$ cat config.mk
export PLATFORM = sky130hd
export DESIGN_NAME = dp_user_regs
export DESIGN_NICKNAME = d
export VERILOG_FILES = /design/src/hdl/dp_user_regs.v /design/src/hdl/dp_i2c_target.v
export VERILOG_INCLUDE_DIRS = /design/src /design/src/hdl
export SDC_FILE = /design/constraint.sdc
export NUM_CORES = 1
export LEC_CHECK = 0
export BUFFER_PORTS_ARGS = -buffer_cell sky130_fd_sc_hd__clkbuf_2
export CELL_PAD_IN_SITES_DETAIL_PLACEMENT = 1
export CELL_PAD_IN_SITES_GLOBAL_PLACEMENT = 1
export CORE_UTILIZATION = 44
export DETAILED_ROUTE_END_ITERATION = 6
export PLACE_DENSITY = 0.82
export SLEW_MARGIN = 25
export SYNTH_ARGS = -nofsm -noshare
export SYNTH_HDL_FRONTEND = slang
export SYNTH_HIERARCHICAL = 1
export SYNTH_SLANG_ARGS = --single-unit
$ cat constraint.sdc
create_clock -name clk -period 2.3 [get_ports clk]
set_input_delay 0 -clock clk [delete_from_list [all_inputs] [get_ports clk]]
set_output_delay 0 -clock clk [all_outputs]
set_load 0.1 [all_outputs]
$ cat src/hdl/dp_consts.vh
// Purpose: Shared constants for the digipot register bank and serial target
// Assumes: 50 MHz system clock
// Notes: Offsets are register addresses seen over the two-wire bus
`ifndef DP_CONSTS_VH
`define DP_CONSTS_VH

`define DP_CLK_NS 20
// Register addresses
`define DP_ADDR_WIPER 8'h21
`define DP_ADDR_BYTE1 8'h25
`define DP_ADDR_BYTE2 8'h26
`define DP_ADDR_STATUS 8'hd0
`define DP_ADDR_CONFIG 8'hd1
`define DP_ADDR_PROTECT 8'hd3
// Left-aligned byte field in a 16-bit register
`define DP_BYTE_MSB 11
`define DP_BYTE_LSB 4
// Configuration fields
`define DP_CFG_PDN_MSB 4
`define DP_CFG_PDN_LSB 3
`define DP_CFG_REF_BIT 2
`define DP_CFG_SPAN_MSB 1
`define DP_CFG_SPAN_LSB 0
`define DP_CFG_FIXED_RD 11'h1e0
// Protection command and status fields
`define DP_PROT_STORE_BIT 4
`define DP_PROT_RELOAD_BIT 5
`define DP_STAT_BUSY_BIT 0
// Reset values
`define DP_RST_WIPER 8'h00
`define DP_RST_BYTE 8'h00
`define DP_RST_CFG 5'h10
// Target address: upper five bits fixed, low two from the strap
`define DP_TGT_BASE 5'h12
// Nonvolatile store duration
`define DP_NV_STORE_NS 100000
`define DP_NV_STORE_CYC ((`DP_NV_STORE_NS + `DP_CLK_NS - 1) / `DP_CLK_NS)

`endif

$ cat src/hdl/dp_user_regs.v
// Purpose: Digipot register bank with scratch bytes and nonvolatile copy
// Assumes: Two-wire bus pins synchronous to clk; sda is open drain
// Notes: rst is the power-on reset; nonvolatile cells ignore it
`timescale 1ns/1ns
`default_nettype none
`include "dp_consts.vh"
// Functional notes
// Second scratch register lives at 26h and resets to zero.
// First scratch byte is read/write, left aligned in bits 11 to 4.
// Second scratch byte uses the same left-aligned layout.
// Target answers one of four addresses chosen by the select strap.
// Host writes address byte, then MSB, then LSB of each word.
// Host powers up wiper via config register D1h with 11h, E5h.
// Host sets wiper by writing left-aligned code to register 21h.
// Writing 0010h to D3h commits settings to nonvolatile memory.
// Stored settings survive power cycles and are restored at power-up.
// Store trigger bit 4 copies registers, shows busy, self-clears.
// Writing the position register updates the active wiper at once.
// Scratch don't-care bits are dropped on write, read as zero.
module dp_user_regs
#(
   parameter STORE_CYCLES = `DP_NV_STORE_CYC
)
(
   input wire clk,
   input wire rst,
   input wire scl,
   input wire sda_in,
   output reg sda_out,
   output wire sda_oe,
   input wire [1:0] address_select_pin,
   input wire nvm_clear,
   output reg [7:0] wiper_code,
   output reg [1:0] power_down,
   output reg ref_en,
   output reg [1:0] out_span,
   output reg nonvolatile_busy_flag
);
   reg [7:0] byte1_ff, byte2_ff;
   reg [4:0] cfg_ff;
   reg [7:0] nv_wiper_ff, nv_byte1_ff, nv_byte2_ff;
   reg [4:0] nv_cfg_ff;
   reg [6:0] tgt_addr_ff;
   reg strap_done_ff, recall_ff, store_ff;
   reg [31:0] store_cnt_ff;
   reg [15:0] rd_data;
   wire wr;
   wire [7:0] ptr;
   wire [15:0] wdata;
   wire [7:0] wbyte = wdata[`DP_BYTE_MSB:`DP_BYTE_LSB];

   dp_i2c_target u_tgt
   (
      .clk(clk),
      .rst(rst),
      .scl(scl),
      .sda_in(sda_in),
      .tgt_addr(tgt_addr_ff),
      .rd_data(rd_data),
      .sda_oe_ff(sda_oe),
      .wr_ff(wr),
      .ptr_ff(ptr),
      .wdata_ff(wdata)
   );

   // Strap caught once after reset release
   always @(posedge clk)
   begin
      if (rst)
      begin
         strap_done_ff <= 1'b0;
         tgt_addr_ff <= {`DP_TGT_BASE, 2'b00};
      end
      else if (!strap_done_ff)
      begin
         strap_done_ff <= 1'b1;
         tgt_addr_ff <= {`DP_TGT_BASE, address_select_pin};
      end
   end

   always @*
   begin
      rd_data = 16'h0000;
      case (ptr)
         `DP_ADDR_WIPER: rd_data[`DP_BYTE_MSB:`DP_BYTE_LSB] = wiper_code;
         `DP_ADDR_BYTE1: rd_data[`DP_BYTE_MSB:`DP_BYTE_LSB] = byte1_ff;
         `DP_ADDR_BYTE2: rd_data[`DP_BYTE_MSB:`DP_BYTE_LSB] = byte2_ff;
         `DP_ADDR_CONFIG: rd_data = {5'h00, `DP_CFG_FIXED_RD} | {11'h000, cfg_ff};
         `DP_ADDR_STATUS: rd_data[`DP_STAT_BUSY_BIT] = nonvolatile_busy_flag;
         default: rd_data = 16'h0000;
      endcase
   end

   // Nonvolatile cells: no power-on reset, so contents survive rst
   always @(posedge clk)
   begin
      if (nvm_clear)
      begin
         nv_wiper_ff <= `DP_RST_WIPER;
         nv_byte1_ff <= `DP_RST_BYTE;
         nv_byte2_ff <= `DP_RST_BYTE;
         nv_cfg_ff <= `DP_RST_CFG;
      end
      else if (store_ff && store_cnt_ff == 32'h0)
      begin
         nv_wiper_ff <= wiper_code;
         nv_byte1_ff <= byte1_ff;
         nv_byte2_ff <= byte2_ff;
         nv_cfg_ff <= cfg_ff;
      end
   end

   always @(posedge clk)
   begin
      if (rst)
      begin
         wiper_code <= `DP_RST_WIPER;
         byte1_ff <= `DP_RST_BYTE;
         byte2_ff <= `DP_RST_BYTE;
         cfg_ff <= `DP_RST_CFG;
         recall_ff <= 1'b1;
         store_ff <= 1'b0;
         store_cnt_ff <= 32'h0;
         nonvolatile_busy_flag <= 1'b1;
         sda_out <= 1'b0;
      end
      else
      begin
         sda_out <= 1'b0;
         recall_ff <= 1'b0;
         if (recall_ff)
         begin
            wiper_code <= nv_wiper_ff;
            byte1_ff <= nv_byte1_ff;
            byte2_ff <= nv_byte2_ff;
            cfg_ff <= nv_cfg_ff;
         end
         else if (wr)
         begin
            case (ptr)
               `DP_ADDR_WIPER: wiper_code <= wbyte;
               `DP_ADDR_BYTE1: byte1_ff <= wbyte;
               `DP_ADDR_BYTE2: byte2_ff <= wbyte;
               `DP_ADDR_CONFIG: cfg_ff <= wdata[4:0];
               `DP_ADDR_PROTECT:
               begin
                  if (wdata[`DP_PROT_STORE_BIT] && !store_ff)
                  begin
                     store_ff <= 1'b1;
                     store_cnt_ff <= STORE_CYCLES - 1;
                  end
                  else if (wdata[`DP_PROT_RELOAD_BIT] && !store_ff)
                     recall_ff <= 1'b1;
               end
               default: ;
            endcase
         end
         if (store_ff)
         begin
            if (store_cnt_ff == 32'h0)
               store_ff <= 1'b0;
            else
               store_cnt_ff <= store_cnt_ff - 32'h1;
         end
         nonvolatile_busy_flag <= (store_ff && store_cnt_ff != 32'h0)
            || (wr && ptr == `DP_ADDR_PROTECT
                && (wdata[`DP_PROT_STORE_BIT] || wdata[`DP_PROT_RELOAD_BIT]))
            || (recall_ff && !rst);
      end
   end

   always @(posedge clk)
   begin
      power_down <= cfg_ff[`DP_CFG_PDN_MSB:`DP_CFG_PDN_LSB];
      ref_en <= cfg_ff[`DP_CFG_REF_BIT];
      out_span <= cfg_ff[`DP_CFG_SPAN_MSB:`DP_CFG_SPAN_LSB];
   end
endmodule // dp_user_regs
`default_nettype wire

$ cat src/hdl/dp_i2c_target.v
// Purpose: Byte-level two-wire target that turns writes into word strobes
// Assumes: scl and sda_in synchronous to clk, far slower than clk
// Notes: Read data is sampled from rd_data at the start of each byte
`timescale 1ns/1ns
`default_nettype none
module dp_i2c_target
(
   input wire clk,
   input wire rst,
   input wire scl,
   input wire sda_in,
   input wire [6:0] tgt_addr,
   input wire [15:0] rd_data,
   output reg sda_oe_ff,
   output reg wr_ff,
   output reg [7:0] ptr_ff,
   output reg [15:0] wdata_ff
);
   localparam ST_IDLE = 3'h0;
   localparam ST_ADDR = 3'h1;
   localparam ST_PTR = 3'h2;
   localparam ST_MSB = 3'h3;
   localparam ST_LSB = 3'h4;
   localparam ST_RMSB = 3'h5;
   localparam ST_RLSB = 3'h6;

   reg scl_q_ff, scl_qq_ff, sda_q_ff, sda_qq_ff;
   reg [2:0] state_ff;
   reg [3:0] cnt_ff;
   reg ack_ph_ff, mack_ff;
   reg [7:0] sh_ff, tx_ff, msb_ff;
   wire start = scl_q_ff & scl_qq_ff & sda_qq_ff & ~sda_q_ff;
   wire stop = scl_q_ff & scl_qq_ff & ~sda_qq_ff & sda_q_ff;
   wire rise = scl_q_ff & ~scl_qq_ff;
   wire fall = ~scl_q_ff & scl_qq_ff;
   wire rd_st = (state_ff == ST_RMSB) | (state_ff == ST_RLSB);

   always @(posedge clk)
   begin
      if (rst)
      begin
         scl_q_ff <= 1'b1;
         scl_qq_ff <= 1'b1;
         sda_q_ff <= 1'b1;
         sda_qq_ff <= 1'b1;
         state_ff <= ST_IDLE;
         cnt_ff <= 4'h0;
         ack_ph_ff <= 1'b0;
         mack_ff <= 1'b0;
         sh_ff <= 8'h00;
         tx_ff <= 8'h00;
         msb_ff <= 8'h00;
         sda_oe_ff <= 1'b0;
         wr_ff <= 1'b0;
         ptr_ff <= 8'h00;
         wdata_ff <= 16'h0000;
      end
      else
      begin
         scl_q_ff <= scl;
         scl_qq_ff <= scl_q_ff;
         sda_q_ff <= sda_in;
         sda_qq_ff <= sda_q_ff;
         wr_ff <= 1'b0;
         if (start)
         begin
            state_ff <= ST_ADDR;
            cnt_ff <= 4'h0;
            ack_ph_ff <= 1'b0;
            sda_oe_ff <= 1'b0;
         end
         else if (stop)
         begin
            state_ff <= ST_IDLE;
            sda_oe_ff <= 1'b0;
         end
         else if (state_ff != ST_IDLE)
         begin
            if (rise && ack_ph_ff)
               mack_ff <= ~sda_q_ff;
            else if (rise && cnt_ff < 4'h8)
            begin
               sh_ff <= {sh_ff[6:0], sda_q_ff};
               cnt_ff <= cnt_ff + 4'h1;
            end
            if (fall && !ack_ph_ff && cnt_ff == 4'h8)
            begin
               ack_ph_ff <= 1'b1;
               sda_oe_ff <= ~rd_st;
               case (state_ff)
                  ST_ADDR:
                  begin
                     if (sh_ff[7:1] != tgt_addr)
                     begin
                        state_ff <= ST_IDLE;
                        sda_oe_ff <= 1'b0;
                     end
                  end
                  ST_PTR: ptr_ff <= sh_ff;
                  ST_MSB: msb_ff <= sh_ff;
                  ST_LSB:
                  begin
                     wr_ff <= 1'b1;
                     wdata_ff <= {msb_ff, sh_ff};
                  end
                  default: sda_oe_ff <= 1'b0;
               endcase
            end
            else if (fall && ack_ph_ff)
            begin
               ack_ph_ff <= 1'b0;
               cnt_ff <= 4'h0;
               sda_oe_ff <= 1'b0;
               case (state_ff)
                  ST_ADDR:
                  begin
                     if (sh_ff[0])
                     begin
                        state_ff <= ST_RMSB;
                        tx_ff <= rd_data[15:8];
                        sda_oe_ff <= ~rd_data[15];
                     end
                     else
                        state_ff <= ST_PTR;
                  end
                  ST_PTR: state_ff <= ST_MSB;
                  ST_MSB: state_ff <= ST_LSB;
                  ST_LSB: state_ff <= ST_MSB;
                  ST_RMSB, ST_RLSB:
                  begin
                     if (mack_ff)
                     begin
                        state_ff <= (state_ff == ST_RMSB) ? ST_RLSB : ST_RMSB;
                        tx_ff <= (state_ff == ST_RMSB) ? rd_data[7:0]
                                                       : rd_data[15:8];
                        sda_oe_ff <= (state_ff == ST_RMSB) ? ~rd_data[7]
                                                           : ~rd_data[15];
                     end
                     else
                        state_ff <= ST_IDLE;
                  end
                  default: state_ff <= ST_IDLE;
               endcase
            end
            else if (fall && rd_st && cnt_ff != 4'h0)
            begin
               tx_ff <= {tx_ff[6:0], 1'b0};
               sda_oe_ff <= ~tx_ff[6];
            end
         end
      end
   end
endmodule // dp_i2c_target
`default_nettype wire

Word level (Yosys, flattened, before mapping)
Index checks and enable logic that the tools add are counted.

word-level totals
  output and inout port bits = 16
  logic and storage cells = 198
  input bits = 7
  bits in registers = 155

cells by class
  bitwise logic cells = 20
  add/sub/neg operators = 2
  magnitude comparators = 1
  multiplexer cells = 66
  eq/ne operators = 21
  reduce and logical (&&, ||, !) cells = 55

operators by type and width
  operator                 number
  $mux W32                 6
  $mux W8                  9
  $mux W7                  5
  $logic_not A32 Y1        1
  $pmux W8 S4              1
  $reduce_bool A32 Y1      1
  $sub A32 B1 Y32 const B  1
  $mux W1                  25
  $eq A8 B6 Y1 const B     3
  $eq A8 B8 Y1 const B     3
  $mux W3                  7
  $reduce_and A5 Y1        4
  $mux W4                  4
  $mux W5                  3
  $logic_and A1 B1 Y1      14
  $pmux W7 S2              1
  $reduce_bool A2 Y1       7
  $not A1 Y1               12
  $pmux W3 S4              1
  $reduce_and A2 Y1        6
  $reduce_and A4 Y1        3
  $eq A3 B3 Y1 const B     3
  $reduce_bool A3 Y1       3
  $ne A4 B2 Y1 const B     2
  21 further kinds         40

Longest topological paths before layout
  depth in word-level cells = 9
  mapped depth = 10
  gate-level depth less buffers = 10

Hierarchy
The synthesis kept the hierarchy.

modules (own cells, without submodules)
  module         area each (µm²)  cells an instance  times used  sequential area each (µm²)
  dp_user_regs   4,730.8          539                1           2,021.9
  dp_i2c_target  2,876.5          315                1           1,241.2

Least setup slack after synthesis
OpenSTA, ideal clock, no wires.

  path kind = reg2reg
  start point = register store_cnt_ff[7]
  end point = register store_cnt_ff[31]
  data required time = 2.180 ns
  cell stages (with the launch flop) = 7
  data arrival time = 2.248 ns
  library setup time = 0.120 ns
  slack = -0.067 ns
  buffers on the path = 1
  clock period less this slack = 2.367 ns
  cells stage by stage = dfxtp_1 -> or4_1 -> buf_2 -> or3_4 -> or4b_1 -> and3_1 -> a211o_1

on the way
  word-level cells in the longest chain between the ends = 3
  elaborated cells between the ends (all ways) = 4
  those cells by class = 1 x add/sub; 2 x mux; 1 x reduce/logical

ends and longest elaborated chain
  item                                                         line                                    text
  from (decl)                                                  dp_user_regs.v:45                       reg [31:0] store_cnt_ff;
  from (signal assigned)                                       dp_user_regs.v:150                      store_cnt_ff <= STORE_CYCLES - 1;
  from (signal assigned)                                       dp_user_regs.v:163                      store_cnt_ff <= store_cnt_ff - 32'h1;
  $sub A32 B1 Y32 / $logic_not A32 Y1 (equally long branches)  dp_user_regs.v:163, dp_user_regs.v:160
  $mux W32 *                                                   dp_user_regs.v:160                      if (store_cnt_ff == 32'h0)
  $mux W32 *                                                   dp_user_regs.v:158                      if (store_ff)

Mark *: on every way between the ends. The rest lies on a longest branch, timed or not.
A chain may end at the register's enable or synchronous reset.

Worst setup path after layout
  start point = register store_cnt_ff[7]
  end point = register store_cnt_ff[13]

Same word-level chain as after synthesis.

==> results.toml <==
[floorplanning]
row_count = 46
core_area_sq_um = 16100
die_area_sq_um = 17200
start_util = 0.457
die_h_um = 131
die_width_um = 131
ios = 23

[sta]
rsz0062_at_grt = "true"
setup_slack_ns = -0.0764
slew_headroom = 0.534
worst_pin_slew_ns = 0.700
fmax_mhz = 421
setup_viol = 20
fin_crit_ns = 2.38
final.period_utilization = 1.03
whs_ns = 0.207
final.setup_skew_ns = 0.0128
hold_viol_final = 0
slew_violations = 0

[cells_and_area]
antennaDiodeCount = 0
final_nets = 900
stdcell_count = 1118
fin_area_sq_um = 8870
area_growth_pct = 20.9
drive_above_1_share = 0.223

[place]
dp_hpwl_mm = 14.9
place.port_buffers = 21
placed_cell_area_sq_um = 7900
gp_congestion = 0.879
dp_cells = 1070
post-place-ws_ns = -0.0735

[route]
ant_nets = 0
routed_wl_mm = 23.8
via_count = 6672
drt_iter0_drc = 353
viasPerCell = 5.97
drtPass1Iterations = 5
detail_route.wl_per_cell_um = 21.3
drc = 0

[flow_run]
drv_cap = 0

[worst_setup_path]
startpoint_type = "flop"
regToRegEndpoint = "store_cnt_ff[13]"
worst-r2r-cell-count = 8
cp-end-kind = "flop"
crit_type = "reg -> reg"
crit_required_ns = 2.69
regToRegStartpoint = "store_cnt_ff[7]"
crit_path_end = "store_cnt_ff[13]"
r2r_slack_ns = -0.08
crit_start = "store_cnt_ff[7]"
crit_arrival_ns = 2.76
critPathMaxFanout = 10

[global_routing]
grt_use_met2 = 0.471
grt_max_degree = 89
grt_overflow = 0
grt_pass1_vias = 6991
use_met1 = 0.319
antenna_found_initial = 0
grt_pass1_wl_mm = 36.7
grt-busiest-layer = "met2"
grt_use_total = 0.270
use_met3 = 0.0544

[clock_tree]
cts_tree = "built"
cts.sinks = 155
cts_buffers = 17
clk_latency_ns = 0.45
path_clk_slew_ns = 0.07
htree_num_levels = 4
cts_root_buf = "clkbuf_16"
clockBufferDepth = 2

[run_status]
violations = "negative setup slack"
status = "finished with violations"

[worst_hold_path]
hp-class = "in -> reg"

[yosys]
synthCells = 830
yosys_warnings = 6
syn-cell-area_sq_um = 7340
synth.avg_cell_area_sq_um = 8.84

[power]
max-vdd-ir-drop_uv = 598
power_density_nw_per_um2 = 663
p_leak_uw = 0.00407
==> how the worst min path moves through the flow <==
stage                endpoint  cells after the start  slack (ns)       from
2_1_floorplan  u_tgt/scl_q_ff                      1        0.10        scl
5_1_grt        nv_byte2_ff[7]                      2        0.23  nvm_clear
3_3_place_gp   u_tgt/scl_q_ff                      2        0.19        scl
3_5_place_dp   u_tgt/sda_q_ff                      2        0.19     sda_in
4_1_cts          nv_cfg_ff[3]                      2        0.20  nvm_clear
6_report         nv_cfg_ff[2]                      2        0.21  nvm_clear
==> cell usage in the layout (no fill, tap or decap), types with 4 or more instances in the layout <==
cell and instances:
nand3b_1 7, xnor2_1 7, a22oi_1 10, or2_2 5, or4_4 5, clkbuf_16 18, a211oi_1 5, a211o_1 18
dfxtp_1 150, clkbuf_2 20, a31oi_1 4, mux2i_1 72, buf_12 4, nor3_2 4, xor2_1 8, nor2_1 79
o21ai_0 15, or3_1 13, buf_6 7, and3_1 12, nor3_1 27, a21oi_1 54, inv_8 5, mux2_2 29
nor4_1 11, nand4_1 6, dlygate4sd3_1 5, or4_1 4, inv_1 11, nor3b_1 7, and3_4 4, o211a_1 4
nand2_1 112, nand3_1 13, and2_1 4, conb_1 11, buf_4 48
==> flip-flops by register name, summed over array words and instances, names as in the netlist, 2 cells and up <==
| name | flops |
|---|---|
| byte1_ff | 8 |
| byte2_ff | 8 |
| cfg_ff | 5 |
| nv_byte1_ff | 8 |
| nv_byte2_ff | 8 |
| nv_cfg_ff | 5 |
| nv_wiper_ff | 8 |
| out_span | 2 |
| power_down | 2 |
| store_cnt_ff | 32 |
| tgt_addr_ff | 2 |
| u_tgt/cnt_ff | 4 |
| u_tgt/msb_ff | 4 |
| u_tgt/ptr_ff | 8 |
| u_tgt/sh_ff | 8 |
| u_tgt/state_ff | 3 |
| u_tgt/tx_ff | 7 |
| u_tgt/wdata_ff | 12 |
| wiper_code | 8 |
==> through the flow <==
| stage | total power [uW] | TNS, ns | utilization |
|---|---|---|---|
| floorplan | 2980 | -0.478 | - |
| global placement | 3060 | 0 | 0.492 |
| detailed placement | 3070 | -0.740 | 0.492 |
| CTS | 5880 | -0.0129 | 0.537 |
| global route | 6080 | -3.15 | 0.553 |
| finish | 5890 | -0.931 | 0.553 |
==> where the power goes <==
group	leakage, uW	switching (uW)	internal (uW)
registers	0.00125	28.0	2700
logic	0.00253	207	139
clock network	0.000285	1280	1540
==> per-layer routing <==
layer | wire length [um] | share of wire | vias to the layer above
li1 | - | - | 3071
met1 | 9890 | 0.42 | 3336
met2 | 12100 | 0.51 | 200
met3 | 999 | 0.042 | 65
met4 | 769 | 0.032 | 0
met5 | 0 | 0 | -
==> worst max-delay path, cell delays in order (launching register included) <==
cell and delay, ns:
dfxtp_2 0.33, or4_4 0.55, buf_6 0.15, nor4_4 0.26, buf_4 0.19, a31oi_4 0.14
nor3_4 0.32, clkbuf_16 0.24, a211o_1 0.13
==> area by class of cell <==
type                            count  area (sq um)
Clock inverter                     14           151
Timing Repair Buffer               87           704
Tap cell                          216           270
Inverter                           12          45.0
Sequential cell                   155          3110
Fill cell                        1816          7180
Multi-Input combinational cell    616          4160
Clock buffer                       18           429
==> repair_timing <==
action	in CTS	in global routing
pin swaps	4	7
hold buffers	5	0
hold endpoints to repair	7	0
cloned	0	2
buffers inserted	4	5
setup endpoints to repair	29	65
resized for setup	19	36
Note: power is estimated with default switching activity, not from simulation.
